`config.mk`:
```
export PLATFORM = sky130hd
export DESIGN_NAME = svs_top
export DESIGN_NICKNAME = d
export VERILOG_FILES = /design/src/svs_pkg.sv /design/src/svs_sync.sv /design/src/svs_top.sv
export SDC_FILE = /design/constraint.sdc
export NUM_CORES = 1
export LEC_CHECK = 0
export BUFFER_PORTS_ARGS = -buffer_cell sky130_fd_sc_hd__buf_2
export CAP_MARGIN = 0
export CORE_AREA = 2 2 90 92
export DETAILED_ROUTE_END_ITERATION = 12
export DIE_AREA = 0 0 92 94
export HOLD_SLACK_MARGIN = 0.02
export PLACE_DENSITY = 0.74
export REMOVE_ABC_BUFFERS = 1
export SYNTH_ARGS = -nofsm -noshare
export SYNTH_HDL_FRONTEND = slang
export SYNTH_SLANG_ARGS = --single-unit
```
`constraint.sdc`:
```
create_clock -name clk -period 1.75 [get_ports clk]
set_clock_uncertainty 0.15 [all_clocks]
set_input_delay 0.35 -clock clk [delete_from_list [all_inputs] [get_ports clk]]
set_output_delay 0.35 -clock clk [all_outputs]
set_load 0.1 [all_outputs]
```
`src/svs_pkg.sv`:
```
package svs_pkg;
	// Register byte offsets, one aligned word each
	localparam logic [3:0] ADDR_ENABLE = 4'h0;
	localparam logic [3:0] ADDR_STATUS = 4'h4;
	localparam logic [3:0] ADDR_IRQ_ENABLE = 4'h8;
	localparam logic [3:0] ADDR_FLAGS = 4'hc;
	// Field positions in the enable register
	localparam int SENSE_LEVEL_BIT = 0;
	localparam int SENSE_ADC_BIT = 1;
	localparam int SUPPLY_LEVEL_BIT = 2;
	localparam int SUPPLY_ADC_BIT = 3;
	localparam int LOW_SEL_LSB = 4;
	localparam int HIGH_SEL_BIT = 6;
	// Field positions in status, irq enable and flag registers
	localparam int LOW_BIT = 0;
	localparam int HIGH_BIT = 1;
	// Values after reset
	localparam logic [6:0] ENABLE_RESET = 7'h00;
	localparam logic [1:0] IRQ_ENABLE_RESET = 2'h0;
	localparam logic [1:0] FLAGS_RESET = 2'h0;
	// Cycles the conditions stay frozen after stop, path plus synchroniser
	localparam int STOP_SETTLE = 3;
	// AXI responses
	localparam logic [1:0] RESP_OKAY = 2'h0;
	localparam logic [1:0] RESP_SLVERR = 2'h2;
endpackage

```
`src/svs_sync.sv`:
```
module svs_sync #(
	parameter int WIDTH = 2
) (
	input wire logic clk,
	input wire logic rst,
	input wire logic [WIDTH-1:0] async_in,
	output logic [WIDTH-1:0] sync_out
);
	logic [WIDTH-1:0] stage1;

	// Two flip-flops per bit, first stage read only by the second
	always_ff @(posedge clk) begin
		if (rst) begin
			stage1 <= '0;
			sync_out <= '0;
		end else begin
			stage1 <= async_in;
			sync_out <= stage1;
		end
	end
endmodule // svs_sync

```
`src/svs_top.sv`:
```
// Behaviour
// - interrupt request not gated by level sensing enable
// - two-bit field picks one of four lows
// - one bit picks first or second high
// - low flag sets on any low change
// - low flag cleared only by write one
// - low enable and flag request interrupt
// - high flag sets on any high change
// - high flag cleared only by write one
// - high enable and flag request interrupt
// - both sources ORed into one request
// - sensing disabled forces conditions to zero
// - disabling during active condition sets flag
// - interrupt request only in run mode
// - stop mode leaves change flags untouched
// - level sense and adc on separate pins
// - sense-pin level enable clears supply-pin level
// - sense-pin adc enable clears supply-pin adc
// - stop opens paths, configuration kept
module svs_top (
	input wire logic clk,
	input wire logic rst,
	input wire logic [31:0] s_axi_awaddr,
	input wire logic s_axi_awvalid,
	output logic s_axi_awready,
	input wire logic [31:0] s_axi_wdata,
	input wire logic [3:0] s_axi_wstrb,
	input wire logic s_axi_wvalid,
	output logic s_axi_wready,
	output logic [1:0] s_axi_bresp,
	output logic s_axi_bvalid,
	input wire logic s_axi_bready,
	input wire logic [31:0] s_axi_araddr,
	input wire logic s_axi_arvalid,
	output logic s_axi_arready,
	output logic [31:0] s_axi_rdata,
	output logic [1:0] s_axi_rresp,
	output logic s_axi_rvalid,
	input wire logic s_axi_rready,
	input wire logic stop_mode,
	input wire logic [3:0] sense_low_cmp,
	input wire logic [1:0] sense_high_cmp,
	input wire logic [3:0] supply_low_cmp,
	input wire logic [1:0] supply_high_cmp,
	output logic battery_sense_pin_path,
	output logic chip_supply_pin_path,
	output logic sense_pin_adc_connect,
	output logic supply_pin_adc_connect,
	output logic module_irq_request
);
	////////////////////////////////////////////////////////////////////////
	// Configuration state
	logic sense_pin_level_enable;
	logic supply_pin_level_enable;
	logic sense_pin_adc_enable;
	logic supply_pin_adc_enable;
	logic [1:0] low_threshold_select;
	logic high_threshold_select;
	logic low_irq_enable;
	logic high_irq_enable;
	logic low_change_flag;
	logic high_change_flag;
	logic low_condition;
	logic high_condition;
	logic low_condition_prev;
	logic high_condition_prev;
	logic stop_meta;
	logic stop_sync;
	logic [svs_pkg::STOP_SETTLE-1:0] stop_hist;
	logic sense_hold;
	logic [11:0] cmp_sync;

	// AXI bookkeeping
	logic aw_held;
	logic w_held;
	logic [3:0] aw_addr;
	logic [31:0] w_data;
	logic [3:0] w_strb;
	logic do_write;
	logic [31:0] read_word;
	logic read_hit;
	logic write_hit;
	logic flag_write;
	logic [1:0] clear_mask;
	logic level_active;
	logic next_low_condition;
	logic next_high_condition;
	logic low_change;
	logic high_change;
	logic low_condition_irq;
	logic high_condition_irq;

	// Word address of a byte address
	function automatic logic [3:0] word_addr(input logic [31:0] a);
		return {a[3:2], 2'b00};
	endfunction

	// Decode whether an address hits a register
	function automatic logic addr_hit(input logic [31:0] a);
		return (a[31:4] == 28'h000_0000);
	endfunction

	////////////////////////////////////////////////////////////////////////
	// Comparator and stop synchronisers
	svs_sync #(.WIDTH(12)) u_cmp_sync (
		.clk(clk),
		.rst(rst),
		.async_in({supply_high_cmp, supply_low_cmp, sense_high_cmp, sense_low_cmp}),
		.sync_out(cmp_sync)
	);

	// Stop mode request crosses in two flip-flops, then a settle history
	always_ff @(posedge clk) begin
		if (rst) begin
			stop_meta <= 1'b0;
			stop_sync <= 1'b0;
			stop_hist <= '0;
		end else begin
			stop_meta <= stop_mode;
			stop_sync <= stop_meta;
			stop_hist <= {stop_hist[svs_pkg::STOP_SETTLE-2:0], stop_sync};
		end
	end

	// Freeze conditions in stop and until reopened paths have settled
	assign sense_hold = stop_sync | (|stop_hist);

	////////////////////////////////////////////////////////////////////////
	// Condition logic
	assign level_active = (sense_pin_level_enable | supply_pin_level_enable) & ~stop_sync;

	// Threshold pick and source pick
	always_comb begin
		next_low_condition = 1'b0;
		next_high_condition = 1'b0;
		if (level_active) begin
			if (sense_pin_level_enable) begin
				next_low_condition = cmp_sync[low_threshold_select];
				next_high_condition = cmp_sync[4 + {31'd0, high_threshold_select}];
			end else begin
				next_low_condition = cmp_sync[6 + {30'd0, low_threshold_select}];
				next_high_condition = cmp_sync[10 + {31'd0, high_threshold_select}];
			end
		end
	end

	// Registered conditions, forced low when sensing is off, frozen in stop
	always_ff @(posedge clk) begin
		if (rst) begin
			low_condition <= 1'b0;
			high_condition <= 1'b0;
		end else if (!sense_hold) begin
			low_condition <= next_low_condition;
			high_condition <= next_high_condition;
		end
	end

	// One registered copy for edge detection
	always_ff @(posedge clk) begin
		if (rst) begin
			low_condition_prev <= 1'b0;
			high_condition_prev <= 1'b0;
		end else begin
			low_condition_prev <= low_condition;
			high_condition_prev <= high_condition;
		end
	end

	assign low_change = low_condition ^ low_condition_prev;
	assign high_change = high_condition ^ high_condition_prev;

	////////////////////////////////////////////////////////////////////////
	// AXI write channel
	assign do_write = aw_held & w_held & ~s_axi_bvalid;
	assign write_hit = addr_hit({28'd0, aw_addr});
	assign flag_write = do_write & (aw_addr == svs_pkg::ADDR_FLAGS) & w_strb[0];
	assign clear_mask = flag_write ? w_data[1:0] : 2'b00;

	// Address and data taken in either order
	always_ff @(posedge clk) begin
		if (rst) begin
			aw_held <= 1'b0;
			w_held <= 1'b0;
			aw_addr <= 4'h0;
			w_data <= 32'h0000_0000;
			w_strb <= 4'h0;
			s_axi_awready <= 1'b0;
			s_axi_wready <= 1'b0;
		end else begin
			s_axi_awready <= ~aw_held & ~s_axi_awready & s_axi_awvalid;
			s_axi_wready <= ~w_held & ~s_axi_wready & s_axi_wvalid;
			if (s_axi_awvalid & s_axi_awready) begin
				aw_held <= 1'b1;
				aw_addr <= addr_hit(s_axi_awaddr) ? word_addr(s_axi_awaddr) : 4'h3;
			end else if (do_write) begin
				aw_held <= 1'b0;
			end
			if (s_axi_wvalid & s_axi_wready) begin
				w_held <= 1'b1;
				w_data <= s_axi_wdata;
				w_strb <= s_axi_wstrb;
			end else if (do_write) begin
				w_held <= 1'b0;
			end
		end
	end

	// Write response
	always_ff @(posedge clk) begin
		if (rst) begin
			s_axi_bvalid <= 1'b0;
			s_axi_bresp <= svs_pkg::RESP_OKAY;
		end else if (do_write) begin
			s_axi_bvalid <= 1'b1;
			s_axi_bresp <= (write_hit && aw_addr[1:0] == 2'b00) ? svs_pkg::RESP_OKAY : svs_pkg::RESP_SLVERR;
		end else if (s_axi_bready) begin
			s_axi_bvalid <= 1'b0;
		end
	end

	////////////////////////////////////////////////////////////////////////
	// Configuration register, kept through stop mode
	always_ff @(posedge clk) begin
		if (rst) begin
			{high_threshold_select, low_threshold_select, supply_pin_adc_enable,
				supply_pin_level_enable, sense_pin_adc_enable, sense_pin_level_enable}
				<= svs_pkg::ENABLE_RESET;
		end else if (do_write && aw_addr == svs_pkg::ADDR_ENABLE && w_strb[0]) begin
			high_threshold_select <= w_data[svs_pkg::HIGH_SEL_BIT];
			low_threshold_select <= w_data[svs_pkg::LOW_SEL_LSB +: 2];
			sense_pin_level_enable <= w_data[svs_pkg::SENSE_LEVEL_BIT];
			sense_pin_adc_enable <= w_data[svs_pkg::SENSE_ADC_BIT];
			// Supply enables settable only when the same write leaves the sense enable clear
			supply_pin_level_enable <= w_data[svs_pkg::SUPPLY_LEVEL_BIT]
				& ~w_data[svs_pkg::SENSE_LEVEL_BIT];
			supply_pin_adc_enable <= w_data[svs_pkg::SUPPLY_ADC_BIT]
				& ~w_data[svs_pkg::SENSE_ADC_BIT];
		end
	end

	// Interrupt enable register
	always_ff @(posedge clk) begin
		if (rst) begin
			{high_irq_enable, low_irq_enable} <= svs_pkg::IRQ_ENABLE_RESET;
		end else if (do_write && aw_addr == svs_pkg::ADDR_IRQ_ENABLE && w_strb[0]) begin
			low_irq_enable <= w_data[svs_pkg::LOW_BIT];
			high_irq_enable <= w_data[svs_pkg::HIGH_BIT];
		end
	end

	// Sticky change flags, set wins over clear, stop has no effect
	always_ff @(posedge clk) begin
		if (rst) begin
			{high_change_flag, low_change_flag} <= svs_pkg::FLAGS_RESET;
		end else begin
			low_change_flag <= low_change | (low_change_flag & ~clear_mask[svs_pkg::LOW_BIT]);
			high_change_flag <= high_change | (high_change_flag & ~clear_mask[svs_pkg::HIGH_BIT]);
		end
	end

	////////////////////////////////////////////////////////////////////////
	// Interrupt combine
	assign low_condition_irq = low_irq_enable & low_change_flag;
	assign high_condition_irq = high_irq_enable & high_change_flag;

	// Request only in run mode
	always_ff @(posedge clk) begin
		if (rst) begin
			module_irq_request <= 1'b0;
		end else begin
			module_irq_request <= (low_condition_irq | high_condition_irq) & ~stop_sync;
		end
	end

	// Analog path controls, opened in stop mode
	always_ff @(posedge clk) begin
		if (rst) begin
			battery_sense_pin_path <= 1'b0;
			chip_supply_pin_path <= 1'b0;
			sense_pin_adc_connect <= 1'b0;
			supply_pin_adc_connect <= 1'b0;
		end else begin
			battery_sense_pin_path <= (sense_pin_level_enable | sense_pin_adc_enable) & ~stop_sync;
			chip_supply_pin_path <= (supply_pin_level_enable | supply_pin_adc_enable) & ~stop_sync;
			sense_pin_adc_connect <= sense_pin_adc_enable & ~stop_sync;
			supply_pin_adc_connect <= supply_pin_adc_enable & ~stop_sync;
		end
	end

	////////////////////////////////////////////////////////////////////////
	// AXI read channel
	always_comb begin
		read_word = 32'h0000_0000;
		read_hit = addr_hit(s_axi_araddr);
		unique case (word_addr(s_axi_araddr))
			svs_pkg::ADDR_ENABLE: read_word[6:0] = {high_threshold_select, low_threshold_select,
				supply_pin_adc_enable, supply_pin_level_enable, sense_pin_adc_enable,
				sense_pin_level_enable};
			svs_pkg::ADDR_STATUS: read_word[1:0] = {high_condition, low_condition};
			svs_pkg::ADDR_IRQ_ENABLE: read_word[1:0] = {high_irq_enable, low_irq_enable};
			svs_pkg::ADDR_FLAGS: read_word[1:0] = {high_change_flag, low_change_flag};
			default: read_hit = 1'b0;
		endcase
	end

	// One read at a time, answer the cycle after acceptance
	always_ff @(posedge clk) begin
		if (rst) begin
			s_axi_arready <= 1'b0;
			s_axi_rvalid <= 1'b0;
			s_axi_rdata <= 32'h0000_0000;
			s_axi_rresp <= svs_pkg::RESP_OKAY;
		end else begin
			s_axi_arready <= s_axi_arvalid & ~s_axi_arready & ~s_axi_rvalid;
			if (s_axi_arvalid & s_axi_arready) begin
				s_axi_rvalid <= 1'b1;
				s_axi_rdata <= read_hit ? read_word : 32'h0000_0000;
				s_axi_rresp <= read_hit ? svs_pkg::RESP_OKAY : svs_pkg::RESP_SLVERR;
			end else if (s_axi_rready) begin
				s_axi_rvalid <= 1'b0;
			end
		end
	end
endmodule // svs_top

```
==> results.yml <==
status:
  status: "complete, no violations"
setup_path:
  cp.depth: 1
  required_ns: 1.25
  start_kind: "flop"
  r2r_slack_ns: 0.08
  cp.buffers_inverters: 1
  critPathTopFamily: "buffers and inverters"
  arrival_ns: 1.20
  max_stage_delay_ns: 0.46
  r2r_end: "high_irq_enable$_SDFFE_PP0P_"
  crit_fanout: 5
  path_cells: "buf_2"
  ff2ff_path_depth: 4
  critical_path_class: "flop to output port"
  critPathSlowestCell: "buf_2"
  reg2reg_from: "w_held$_SDFFE_PP0P_"
  worstSetupEndpointType: "output port"
hold_path:
  min_from: "supply_low_cmp[0]"
  holdPathEnd: "u_cmp_sync.stage1[6]$_SDFF_PP0_"
  worstHoldPathCells: 2
  hold_class: "primary input to flop"
synth:
  seq_area_frac_synth_pct: 51.3
  synth_area_per_cell_um2: 9.88
  ys.flop_type: "dfxtp_1"
  syn_area_mm2: 0.00296
  netlist_instances: 300
  yosys_register_bits: 76
  synth_edf_count: 0
  synthArstFlopShare_pct: 0
  synth_cell_types: 37
  ys_warn_count: 0
global_routing:
  grt.overflow.total: 0
  grtUsageMet3_pct: 6.02
  groute.layer.met1.usage_pct: 17.3
  grt_use_total_pct: 15.4
  grt_pass1_wl_um: 10300
  grt_max_degree: 66
  grtUsageMet2_pct: 27.3
  antenna_found_initial: 0
  grt_pass1_vias: 2265
  top_usage_layer: "met2"
clocking:
  postCtsHoldBufs: 0
  insertion_delay_ns: 0.35
  cts.sink_count: 76
  path_clk_slew_ns: 0.08
  clock_path_buffers: 2
  root_buffer: "clkbuf_8"
  cts_tree: "yes"
  htree_num_levels: 3
  cts_buffers: 9
place:
  place_congestion: 0.751
  hpwl_um: 4810
  dp_cells: 503
  place_area_mm2: 0.00356
  numPortBuffers: 106
sta:
  setup_violations: 0
  rsz0062_at_grt: "false"
  final.period_utilization_pct: 96.9
  fmax_mhz: 590
  tightest_slew_ns: 0.710
  slew_violations: 0
  period_needed_ns: 1.70
  relSlewSlack_pct: 52.7
  finalHoldViolations: 0
cells_and_area:
  fin_area_mm2: 0.00376
  most-common-layout-cells: "buf_2, dfxtp_1, nor2b_1"
  finalNetCount: 532
  diodes: 0
  final_common_cell: "buf_2"
  layoutNonFillerInstCount: 519
  area_growth_pct: 26.9
  drive_gt1_share_pct: 33.1
pwr:
  peakVddDrop_mv: 0.528
  leakage_nw: 1.60
  power.density_mw_per_mm2: 971
  power_mw: 3.65
job:
  drv_cap: 0
die:
  die_x_um: 92
  num_io_pins: 166
  start_util_pct: 39.0
  core_mm2: 0.00761
  rows: 32
  dieArea_mm2: 0.00865
  die_h_um: 94
routing:
  drc: 0
  vias: 2392
  post_drt_wl_per_cell_um: 12.2
  drt_iter0_markers: 110
  ant_nets: 0
  postRouteWirelength_um: 6310
  drtPass1Iterations: 4
  avgViaCountPerCell: 4.61
[area by class of cell]
class                           instances  area, µm²
Tap cell                              102        128
Sequential cell                        76       1520
Timing Repair Buffer                  114        621
Fill cell                             753       3850
Clock buffer                            9        124
Multi-Input combinational cell        205       1270
Inverter                                6       22.5
Clock inverter                          7       75.1
[kinds of logic after synthesis]
logic type | share of synthesized area (%)
other | 0.127
multiplexers | 6.33
AO/OA/AOI/OAI | 7.43
flip-flops | 51.3
AND/OR/NAND/NOR | 25.0
buffers and inverters | 9.16
XOR/XNOR | 0.591
[per-layer routing]
metal  up-vias  wire length, µm  part of all wire (%)
met2        89             3110                    49
li1       1205                -                     -
met4         0               46                  0.73
met3         6              475                   7.5
met5         -                0                     0
met1      1092             2680                    43
[state kept, by name, indices dropped and copies added, names as in the netlist, 2 cells and up]
name and count:
u_cmp_sync.stage1 12, w_data 7, u_cmp_sync.sync_out 12, aw_addr 3
s_axi_rdata 7, stop_hist 3, low_threshold_select 2
[per-stage QoR]
step | setup TNS, ns | worst slack [ns] | utilization [%] | hold WS (ns)
final | 0 | 0.0543 | 49.4 | 0.0573
after global routing | 0 | 0.0102 | 49.4 | 0.0280
after CTS | 0 | 0.00257 | 49.4 | 0.0421
after detailed placement | -0.685 | -0.125 | 46.8 | 0.276
after global placement | -0.345 | -0.0842 | 46.8 | 0.273
after floorplan | -6.73 | -0.420 | - | 0.264
[where the power goes]
part	internal, mW	switching [mW]
Combinational	0.131	0.401
Clock	0.665	0.653
Sequential	1.78	0.0251
Total	2.57	1.08
[worst max-delay path by stage]
stage                              startpoint                 endpoint  slack (ns)
floorplan            s_axi_awready$_SDFF_PP0_  aw_addr[1]$_SDFFE_PP0P_       -0.42
global placement             s_axi_awaddr[25]  aw_addr[1]$_SDFFE_PP0P_       -0.08
detailed placement           s_axi_awaddr[25]  aw_addr[1]$_SDFFE_PP0P_       -0.13
CTS                 s_axi_bvalid$_SDFFE_PP0P_             s_axi_bvalid       0.003
global route         s_axi_arready$_SDFF_PP0_            s_axi_arready        0.01
finish               s_axi_arready$_SDFF_PP0_            s_axi_arready        0.05
[what timing repair did]
action | 4_1_cts | 5_1_grt
resized for setup | 0 | 2
setup buffers | 0 | 0
endpoints found under the setup margin | 0 | 2
[cell usage after synthesis (3+ instances only)]
library cell / instances / area, µm²
clkbuf_1: 9 / 33.8
o21ai_0: 6 / 30.0
a21oi_1: 20 / 100
mux2i_1: 12 / 120
inv_1: 6 / 22.5
nor2b_1: 32 / 200
a22o_1: 5 / 43.8
nor4_1: 15 / 93.8
or4_1: 3 / 22.5
and2_1: 3 / 18.8
nand2b_1: 7 / 43.8
nor4b_1: 4 / 35.0
nor2_1: 12 / 45.0
dfxtp_1: 76 / 1520
nand3_1: 9 / 45.0
nand2_1: 20 / 75.1
mux4_2: 3 / 67.6
buf_4: 27 / 203
nor3_1: 5 / 25.0
Note: power is estimated with default switching activity, not from simulation.
